File: src/inc/mft_pkg.sv
// Constants for the multifunction timer control block
package mft_pkg;
  // Register offsets
  localparam logic [7:0] ADDR_CL0_HI = 8'hf0;
  localparam logic [7:0] ADDR_CL0_LO = 8'hf1;
  localparam logic [7:0] ADDR_CL1_HI = 8'hf2;
  localparam logic [7:0] ADDR_CL1_LO = 8'hf3;
  localparam logic [7:0] ADDR_M0_HI  = 8'hf4;
  localparam logic [7:0] ADDR_M0_LO  = 8'hf5;
  localparam logic [7:0] ADDR_M1_HI  = 8'hf6;
  localparam logic [7:0] ADDR_M1_LO  = 8'hf7;
  localparam logic [7:0] ADDR_TCTL   = 8'hf8;
  localparam logic [7:0] ADDR_TMODE  = 8'hf9;
  localparam logic [7:0] ADDR_DMAC   = 8'hfa;
  localparam logic [7:0] ADDR_FLAGS  = 8'hfb;
  // Timer control bits
  localparam int B_LCEN = 7;
  localparam int B_CCAP = 6;
  localparam int B_CMAT = 5;
  localparam int B_CCLR = 4;
  localparam int B_UDC  = 3;
  // Mode bits
  localparam int B_OEB  = 7;
  localparam int B_OEA  = 6;
  localparam int B_BIV  = 5;
  localparam int B_RM1  = 4;
  localparam int B_RM0  = 3;
  localparam int B_PAR  = 2;
  localparam int B_REN  = 1;
  localparam int B_ONE  = 0;
  // DMA control bits
  localparam int B_POINTER_SWAP_ENABLE = 0;
  localparam int B_TOG  = 1;
  localparam int B_DMSK = 4;
  localparam int B_BDON = 6;
  // Flag register bits
  localparam int B_GLOBAL_COUNT_ENABLE = 0;
  localparam int B_PEND = 1;
  localparam int B_OVR  = 3;
  localparam int B_WPND = 5;
  // Reset values and counter maximum
  localparam logic [15:0] CNT_RST  = 16'h0000;
  localparam logic [15:0] MATCH_RST = 16'h0000;
  localparam logic [7:0]  BYTE_RST = 8'h00;
  localparam logic        GLOBAL_COUNT_ENABLE_RST = 1'b1;
  localparam logic [15:0] CNT_MAX  = 16'hffff;
endpackage

File: src/core/mft_ctrl.sv
// Multifunction timer control: counter, capture/match, DMA protection
//
// Chosen here: the strobed register port.
module mft_ctrl
  import mft_pkg::*;
#(
  parameter logic [7:0] PSC_PRESET  = 8'h00,
  parameter bit         PARALLEL_OK = 1'b0
) (
  input  wire logic       ref_clk,
  input  wire logic       sys_rst,
  input  wire logic [7:0] reg_addr,
  input  wire logic [7:0] reg_wdata,
  input  wire logic       reg_wr,
  input  wire logic       reg_rd,
  output      logic [7:0] reg_rdata,
  input  wire logic       trigger,
  input  wire logic       dir_hw_en,
  input  wire logic       dir_hw_up,
  input  wire logic       par_tick,
  input  wire logic [1:0] block_end,
  output      logic [1:0] dma_req,
  output      logic [1:0] irq_event,
  output      logic [1:0] irq_block,
  output      logic       irq_wrap,
  output      logic       timer_output_a,
  output      logic       timer_output_b
);

  typedef struct packed {
    logic [15:0] cnt;
    logic [7:0]  psc;
    logic [15:0] cl0;
    logic [15:0] cl1;
    logic [15:0] m0;
    logic [15:0] m1;
    logic        lcen;
    logic        ccap;
    logic        cmat;
    logic        direction_sw_select;
    logic        of0;
    logic [7:0]  mode;
    logic        global_count_enable;
    logic        pointer_swap_enable;
    logic [1:0]  tog;
    logic [1:0]  dmsk;
    logic [1:0]  bdone;
    logic [1:0]  eobq;
    logic [1:0]  pend;
    logic [1:0]  ovr;
    logic        wpend;
    logic        outa;
    logic        outb;
    logic [7:0]  rdata;
  } mft_state_t;

  localparam mft_state_t ST_RST = '{
    cnt: CNT_RST, m0: MATCH_RST, m1: MATCH_RST, global_count_enable: GLOBAL_COUNT_ENABLE_RST,
    default: '0};

  mft_state_t st_r;
  mft_state_t st_nxt;

  // Register write decode
  function automatic logic wr_at(input logic [7:0] off);
    return reg_wr && (reg_addr == off);
  endfunction

  logic run_w;
  logic par_w;
  logic tick_w;
  logic dir_w;
  logic cap0_w;
  logic cap1_w;
  logic load0_w;
  logic wrap_w;
  logic m0hit_w;
  logic m1hit_w;
  logic capev_w;
  logic ccl_w;
  logic clr_w;

  // Run, tick and direction
  assign run_w  = st_r.lcen & st_r.global_count_enable;
  assign par_w  = PARALLEL_OK & st_r.mode[B_PAR];
  assign tick_w = run_w & (par_w ? par_tick : (st_r.psc == BYTE_RST));
  assign dir_w  = dir_hw_en ? dir_hw_up : st_r.direction_sw_select;

  // Mode decode; second mode bit unused in bivalue
  assign cap0_w  = st_r.mode[B_RM0];
  assign cap1_w  = st_r.mode[B_BIV] ? st_r.mode[B_RM0]
                                    : st_r.mode[B_RM1];
  assign load0_w = ~cap0_w;

  // Events
  assign wrap_w  = tick_w & (dir_w ? (st_r.cnt == CNT_MAX)
                                   : (st_r.cnt == CNT_RST));
  assign m0hit_w = tick_w & (st_r.cnt == st_r.m0);
  assign m1hit_w = tick_w & (st_r.cnt == st_r.m1);
  assign capev_w = trigger & (cap0_w | cap1_w);
  assign ccl_w   = wr_at(ADDR_TCTL) & reg_wdata[B_CCLR];
  assign clr_w   = (st_r.ccap & capev_w)
                 | (st_r.cmat & m0hit_w)
                 | ccl_w;

  // Next-state logic
  always_comb begin
    st_nxt = st_r;
    // Software writes
    if (wr_at(ADDR_CL0_HI)) st_nxt.cl0[15:8] = reg_wdata;
    if (wr_at(ADDR_CL0_LO)) st_nxt.cl0[7:0]  = reg_wdata;
    if (wr_at(ADDR_CL1_HI)) st_nxt.cl1[15:8] = reg_wdata;
    if (wr_at(ADDR_CL1_LO)) st_nxt.cl1[7:0]  = reg_wdata;
    if (wr_at(ADDR_M0_HI))  st_nxt.m0[15:8]  = reg_wdata;
    if (wr_at(ADDR_M0_LO))  st_nxt.m0[7:0]   = reg_wdata;
    if (wr_at(ADDR_M1_HI))  st_nxt.m1[15:8]  = reg_wdata;
    if (wr_at(ADDR_M1_LO))  st_nxt.m1[7:0]   = reg_wdata;
    if (wr_at(ADDR_TCTL)) begin
      st_nxt.lcen = reg_wdata[B_LCEN];
      st_nxt.ccap = reg_wdata[B_CCAP];
      st_nxt.cmat = reg_wdata[B_CMAT];
      st_nxt.direction_sw_select  = reg_wdata[B_UDC];
    end
    if (wr_at(ADDR_TMODE)) st_nxt.mode = reg_wdata;
    if (wr_at(ADDR_DMAC)) begin
      st_nxt.pointer_swap_enable  = reg_wdata[B_POINTER_SWAP_ENABLE];
      st_nxt.tog   = reg_wdata[B_TOG+:2];
      st_nxt.dmsk  = reg_wdata[B_DMSK+:2];
      st_nxt.bdone = reg_wdata[B_BDON+:2];
      // Test write of one raises a request in swap mode
      st_nxt.eobq = st_r.eobq & reg_wdata[B_BDON+:2];
      if (st_r.pointer_swap_enable)
        st_nxt.eobq = st_nxt.eobq
                    | (reg_wdata[B_BDON+:2] & ~st_r.bdone);
    end
    if (wr_at(ADDR_FLAGS)) begin
      st_nxt.global_count_enable  = reg_wdata[B_GLOBAL_COUNT_ENABLE];
      st_nxt.pend  = st_r.pend & ~reg_wdata[B_PEND+:2];
      st_nxt.ovr   = st_r.ovr & ~reg_wdata[B_OVR+:2];
      st_nxt.wpend = st_r.wpend & ~reg_wdata[B_WPND];
    end

    // Prescaler runs with the counter
    if (run_w)
      st_nxt.psc = (st_r.psc == BYTE_RST) ? PSC_PRESET
                                          : st_r.psc - 8'h01;

    // Counting and end of count
    if (tick_w) begin
      st_nxt.cnt = dir_w ? st_r.cnt + 16'h0001
                         : st_r.cnt - 16'h0001;
      if (wrap_w) begin
        if (load0_w)
          st_nxt.cnt = st_r.cl0;
        if (st_r.mode[B_ONE])
          st_nxt.lcen = 1'b0;
      end
    end

    // Trigger captures regardless of enable; loads only when halted or with B_REN clear
    if (trigger) begin
      if (cap0_w) begin
        st_nxt.cl0 = st_r.cnt;
        st_nxt.of0 = wrap_w;
      end
      if (cap1_w)
        st_nxt.cl1 = st_r.cnt;
      if (load0_w && (!st_r.mode[B_REN] || !run_w)) begin
        st_nxt.cnt = st_r.cl0;
        st_nxt.psc = PSC_PRESET;
      end
    end

    // Clear sources take priority over counting and loads
    if (clr_w) begin
      st_nxt.cnt = CNT_RST;
      st_nxt.psc = PSC_PRESET;
    end

    // Pending and overrun; hardware set wins over clear
    if (m0hit_w) begin
      if (st_r.pend[0]) st_nxt.ovr[0] = 1'b1;
      st_nxt.pend[0] = 1'b1;
    end
    if (trigger && cap0_w) begin
      if (st_r.pend[1]) st_nxt.ovr[1] = 1'b1;
      st_nxt.pend[1] = 1'b1;
    end
    if (wrap_w) st_nxt.wpend = 1'b1;

    // Block end per channel with protection
    for (int ch = 0; ch < 2; ch++) begin
      if (block_end[ch]) begin
        if (st_r.bdone[ch])
          st_nxt.dmsk[ch] = 1'b0;
        st_nxt.bdone[ch] = 1'b1;
        st_nxt.eobq[ch]  = 1'b1;
        if (st_r.pointer_swap_enable)
          st_nxt.tog[ch] = ~st_r.tog[ch];
      end
    end

    // Output waveforms: wrap sets, matches reset
    if (wrap_w) begin
      st_nxt.outa = 1'b1;
      st_nxt.outb = 1'b1;
    end else begin
      if (m0hit_w) st_nxt.outa = 1'b0;
      if (m1hit_w) st_nxt.outb = 1'b0;
    end

    // Read data stands in the cycle after the strobe
    st_nxt.rdata = BYTE_RST;
    if (reg_rd) begin
      case (reg_addr)
        ADDR_CL0_HI: st_nxt.rdata = st_r.cl0[15:8];
        ADDR_CL0_LO: st_nxt.rdata = st_r.cl0[7:0];
        ADDR_CL1_HI: st_nxt.rdata = st_r.cl1[15:8];
        ADDR_CL1_LO: st_nxt.rdata = st_r.cl1[7:0];
        ADDR_M0_HI:  st_nxt.rdata = st_r.m0[15:8];
        ADDR_M0_LO:  st_nxt.rdata = st_r.m0[7:0];
        ADDR_M1_HI:  st_nxt.rdata = st_r.m1[15:8];
        ADDR_M1_LO:  st_nxt.rdata = st_r.m1[7:0];
        ADDR_TCTL:   st_nxt.rdata = {st_r.lcen, st_r.ccap, st_r.cmat,
                                     1'b0, st_r.direction_sw_select, dir_w, st_r.of0,
                                     run_w};
        ADDR_TMODE:  st_nxt.rdata = st_r.mode;
        ADDR_DMAC:   st_nxt.rdata = {st_r.bdone, st_r.dmsk, 1'b0,
                                     st_r.tog, st_r.pointer_swap_enable};
        ADDR_FLAGS:  st_nxt.rdata = {2'b00, st_r.wpend, st_r.ovr,
                                     st_r.pend, st_r.global_count_enable};
        default:     st_nxt.rdata = BYTE_RST;
      endcase
    end
  end

  // State register
  always_ff @(posedge ref_clk or posedge sys_rst) begin
    if (sys_rst) begin
      st_r <= ST_RST;
    end else begin
      st_r <= st_nxt;
    end
  end

  // Outputs
  assign reg_rdata = st_r.rdata;
  assign dma_req   = st_r.pend & st_r.dmsk;
  assign irq_event = st_r.pend & ~st_r.dmsk;
  assign irq_wrap  = st_r.wpend;
  assign irq_block = st_r.eobq & {2{~(|dma_req) & ~st_r.wpend}};
  assign timer_output_a = st_r.mode[B_OEA] ? st_r.outa : 1'b1;
  assign timer_output_b = st_r.mode[B_OEB] ? st_r.outb : 1'b1;
endmodule // mft_ctrl

File: config.mk
export PLATFORM = sky130hd
export DESIGN_NAME = mft_ctrl
export DESIGN_NICKNAME = d
export VERILOG_FILES = /design/src/inc/mft_pkg.sv /design/src/core/mft_ctrl.sv
export SDC_FILE = /design/constraint.sdc
export NUM_CORES = 1
export LEC_CHECK = 0
export ABC_CLOCK_PERIOD_IN_PS = 3800
export BUFFER_PORTS_ARGS = -buffer_cell sky130_fd_sc_hd__buf_2
export CAP_MARGIN = 25
export CELL_PAD_IN_SITES_DETAIL_PLACEMENT = 0
export CELL_PAD_IN_SITES_GLOBAL_PLACEMENT = 1
export CORE_UTILIZATION = 50
export CTS_BUF_LIST = sky130_fd_sc_hd__clkbuf_2 sky130_fd_sc_hd__clkbuf_4 sky130_fd_sc_hd__clkbuf_8
export DETAILED_ROUTE_END_ITERATION = 8
export PLACE_DENSITY = 0.9
export RECOVER_POWER = 100
export SKIP_LAST_GASP = 1
export SYNTH_ARGS = -nofsm -noshare
export SYNTH_HDL_FRONTEND = slang
export SYNTH_SLANG_ARGS = --single-unit
File: constraint.sdc
create_clock -name ref_clk -period 3.8 [get_ports ref_clk]
set_input_delay 0 -clock ref_clk [delete_from_list [all_inputs] [get_ports ref_clk]]
set_output_delay 0 -clock ref_clk [all_outputs]
set_load 0.01 [all_outputs]
Yosys cells after proc, flatten, opt, wreduce, memory -nomap -nowiden
Index checks and enable logic that the tools add are counted.
{ "classes": {"addsub": 3, "n_eq_ne": 15, "mux": 51, "bitwise": 32, "reduce_logical": 28} }
{ "op_table": {"columns": ["cell", "count"], "rows": [
  ["8-bit equality test (second input constant)", 12],
  ["16-bit 2-to-1 mux", 6],
  ["8-bit case mux with 12 select lines", 1],
  ["8-bit 2-to-1 mux", 8],
  ["56-bit 2-to-1 mux", 1],
  ["24-bit 2-to-1 mux", 2],
  ["16-bit equality test", 2],
  ["1-bit 2-to-1 mux", 29],
  ["16-bit by 1-bit adder with 16-bit output (second input constant)", 1],
  ["16-bit equality test (second input constant)", 1],
  ["16-bit zero test", 1],
  ["16-bit by 1-bit subtractor with 16-bit output (second input constant)", 1],
  ["2-bit AND", 7],
  ["1-bit logical AND", 14],
  ["2-bit nonzero test", 7],
  ["1-bit AND", 11],
  ["8-bit zero test", 1],
  ["2-bit NOT", 4],
  ["8-bit by 1-bit subtractor with 8-bit output (second input constant)", 1],
  ["1-bit NOT", 6],
  ["5-bit 2-to-1 mux", 1],
  ["2-bit 2-to-1 mux", 2],
  ["4-bit 2-to-1 mux", 1],
  ["1-bit bitwise OR", 3],
  ["other kinds (5)", 6]
]} }
{ "word_totals": {"reg_bits": 126, "inputBits": 26, "elab_cells": 158} }

Longest topological paths before layout
{ "depth": {"ltp_word": 8, "ltp_mapped": 9, "ltp_nobuf": 8} }

Worst setup path after synthesis
No wires, ideal clock.
{ "synth_timing": {"path_type": "reg2reg", "startpoint": "reg st_r[34] (netlist name)", "endpoint": "reg st_r[125] (netlist name)", "setup_ns": 0.094, "t_arrival_ns": 2.777, "setup_slack_ns": 0.929, "path_stages_with_launch": 9, "n_path_buf": 0, "period_less_slack_ns": 2.871, "path_cell_list": "dfrtp_1 > mux2i_2 > ha_1 > a211oi_1 > o211a_1 > nor3_1 > a211oi_1 > mux2_2 > a211oi_1"} }
{ "synth_rtl": {"columns": ["element", "line", "text"], "rows": [
  ["from (decl)", "mft_ctrl.sv:61", "mft_state_t st_r;"],
  ["from (signal assigned)", "mft_ctrl.sv:242", "st_r <= st_nxt;"]
]} }

Worst setup path in the final report
{ "layout_timing": {"startpoint": "in reg_addr[2]", "endpoint": "reg st_r[56] (netlist name)"} }
{ "layout_via": {"elab_chain_cells": 2} }
{ "layout_rtl": {"columns": ["element", "line", "text"], "rows": [
  ["from (decl)", "mft_ctrl.sv:12", "input wire logic [7:0] reg_addr,"],
  ["8-bit equality test", "mft_ctrl.sv:66", "return reg_wr && (reg_addr == off);"],
  ["1-bit logical AND", "mft_ctrl.sv:66", null]
]} }
No other way between the ends.
A chain may end at the register's enable or synchronous reset.

==> summary.md <==
| Metric | Value |
|---|---|
| I/O Pins | `43` |
| First-pass GRT wire length | `roughly 38000 um` |
| CTS tree | `built` |
| RSZ-0062 raised after global routing | `false` |
| Switching Share | `0.313` |
| Drt drc | `0` |
| Tcrit/Tclk final | `0.841` |
| Async S/R FF share, synth | `1.00` |
| Tmin final | `about 3.2 ns` |
| Synthesized Nets | `between 800 and 900` |
| EDFF count, synth | `0` |
| Clock Latency Late Sink | `between 0.4 and 0.5 ns` |
| Unique masters post-synth | `78` |
| Vias per inst | `around 6.5` |
| First-pass detailed-route iteration total | `5` |
| Fin nets | `around 870` |
| Top cell type's share of synthesized area | `0.401` |
| Clk slew on worst S/H paths | `about 0.070 ns` |
| Tot Pwr | `between 4 and 5 mW` |
| Final HPWL DP | `roughly 17000 um` |
| Total number of vias | `6668` |
| Least-Margin Pin Slew | `approximately 2.8 ns` |
| Area leader, netlist | `dfrtp_1` |
| Slew HR | `-0.867` |
| Seq/Total Area, Yosys | `0.404` |
| Crit Path Max Fanout | `23` |
| Max Slew Vio Count | `between 80 and 90` |
| Seq pwr share | `0.433` |
| Post-synthesis register bit count | `126` |
| Max frequency | `0.313 GHz` |
| Comb pwr share | `0.210` |
| CTS H-tree depth | `4` |
| Final hold vios | `0` |
| Most common cell after layout, fill and taps aside | `dfrtp_1` |
| Die X-Extent | `approximately 130 um` |
| Avg Cell Area, Syn | `~9.7 sq um` |
| Arr. time, crit path | `3.55 ns` |
| Port Buf Inserts | `just over 40` |
| Critical-path cell with the highest stage delay | `clkbuf_1` |
| Wirelength per Cell | `23.4 um` |
| Req. time, crit path | `between 4 and 5 ns` |
| Initial antenna violation count | `0` |
| Worst path cell trace | `clkbuf_1 -> inv_2 -> nor2_1 -> nand2_1 -> nor3_1 -> mux2_1` |
| Syn Std Cell Area | `just under 8000 sq um` |
| Static Leak | `3.84 nW` |
| Post-detailed-route count of antenna-violating nets | `0` |
| Final setup skew | `~0.011 ns` |
| Fin Setup TNS | `0 ns` |
| Endpoints failing setup | `0` |
| Vias in the first global route | `approximately 6600` |
| Chip Height | `roughly 130 um` |
| Total Routing Usage GR | `0.313` |
| Failing checks | `capacitance limit, slew limit` |
| Iteration-0 DRC Markers | `a little over 700` |
| FP Rows | `45` |
| Synth Flop Type | `dfrtp_1` |
| Clock power frac | `0.358` |
| WL final | `between 20000 and 25000 um` |
| Hold Path Depth | `3` |
| Post-Synthesis Cells | `slightly above 800` |
| Crit Path Class | `input port to register` |
| Share of cells above drive strength 1 | `0.106` |
| Fin util | `0.559` |
| Worst setup EP type | `register` |
| P_sw | `approximately 1.3 mW` |
| Layout area overhead | `8.86%` |
| Int Pwr | `~2.8 mW` |
| Synth area leaders | `dfrtp_1 40%, mux2_1 6.2%, mux2i_1 5.8%, nand2_1 3.4%, a21oi_1 3.2%` |
| Largest stage delay on the critical path | `just over 1 ns` |
| Max-cap check violation count | `2` |
| GPL Wtd Cong | `approximately 1` |
| Root Driver | `clkbuf_8` |
| Reg2Reg Depth | `9` |
| Starting Density | `0.514` |
| VDD IR max | `0.000228 V` |
| Grt ovf | `0` |
| Total core area | `about 15000 sq um` |
| Outcome | `finished, violations left` |
| Setup crit start kind | `input port` |
| Most frequent cells in the layout | `125 x dfrtp_1, 70 x nand2_1, 66 x nor2_1, 51 x a21oi_1, 45 x mux2i_1` |
| CTS buffer count | `17` |
| Yosys warning count | `0` |
| PwrDens | `480 nW/um^2` |
| Largest net degree at the start of global routing | `75` |
| Clk sinks | `126` |
| DIE AREA | `~16000 sq um` |
| Ant diodes | `0` |
| Worst-case clock buffer depth | `2` |
| Hold Path Class | `input port to register` |
==> Yosys cell counts (15+ instances only) <==
library cell  count
a21oi_1          50
mux2i_1          45
o21ai_1          30
o21ai_0          17
nor2_1           64
ha_1             19
clkbuf_1         28
nand2_1          70
buf_4            17
xnor2_1          27
xor2_1           24
nand3_1          27
nand4_1          15
dfrtp_1         125
mux2_1           43
==> final timing paths <==
kind	from	endpoint	slack, ns
worst max-delay path	reg_addr[2]	st_r[56]	0.60
worst min-delay path	reg_wdata[7]	st_r[37]	0.01
worst max register to register	st_r[34]	st_r[125]	0.69
worst min register to register	st_r[25]	st_r[37]	0.46
max in group asynchronous	sys_rst	st_r[68]	1.14
min in group asynchronous	sys_rst	st_r[25]	1.07
==> sequential cells by signal, indices dropped and copies added (netlist names) <==
signal	cells
st_r	116
reg_rdata	8
irq_wrap	1
cap0_w	1
==> cells by family (layout without fill, tap and decap cells) <==
| kind of cell | after synthesis | after routing | synth area share |
|---|---|---|---|
| compound gates | 185 | 185 | 0.154 |
| xor+xnor | 51 | 51 | 0.0572 |
| fa+ha+maj | 20 | 20 | 0.0330 |
| buf+inv | 69 | 101 | 0.0445 |
| flops | 126 | 126 | 0.404 |
| mux | 94 | 94 | 0.132 |
| simple gates | 262 | 262 | 0.175 |
==> routing by layer <==
layer / GRT usage / vias up / share of wire
li1: - / 2958 / -
met1: 0.413 / 3279 / 0.42
met2: 0.482 / 350 / 0.45
met3: 0.0695 / 81 / 0.079
met4: 0.167 / 0 / 0.047
met5: 0 / - / 0
==> through the flow <==
stage | cell area [sq um] | instances | hold WS (ns) | setup slack (ns)
after detailed placement | 8040 | 988 | 0.228 | 0.990
after CTS | 8610 | 1027 | 0.00410 | 0.927
after global placement | 8040 | 988 | 0.221 | 1.01
after global routing | 8500 | 1027 | 0.0175 | 0.396
after floorplan | 7810 | 807 | 0.0867 | 0.446
final | 8500 | 1027 | 0.0149 | 0.603
==> worst max-delay path: cells and delay by family <==
family	cells	cell delay (ns)
buf+inv	2	1.33
mux	1	0.39
simple gates	3	1.80
==> timing repair <==
item / CTS / global route
gates resized for setup: 0 / 0
hold buffers: 7 / 0
endpoints found under the hold margin: 97 / 0
setup buffers: 0 / 0
==> final cells by class <==
type                            instances  area, sq um
Inverter                                7         26.3
Tap cell                              188          235
Timing Repair Buffer                   62          352
Clock buffer                           21          283
Multi-Input combinational cell        612         4240
Sequential cell                       126         3150
Fill cell                            1384         6700
Clock inverter                         11          210
==> power by group through the flow <==
stage                     sequential [mW]  combinational, mW  clock [mW]
after floorplan                      1.64              0.726           0
after global placement               1.77              0.825           0
after CTS                            1.75              0.863        1.47
final                                1.77              0.855        1.46
after detailed placement             1.78              0.853           0
after global routing                 1.78              0.948        1.52
(Power assumes the default switching activity.)
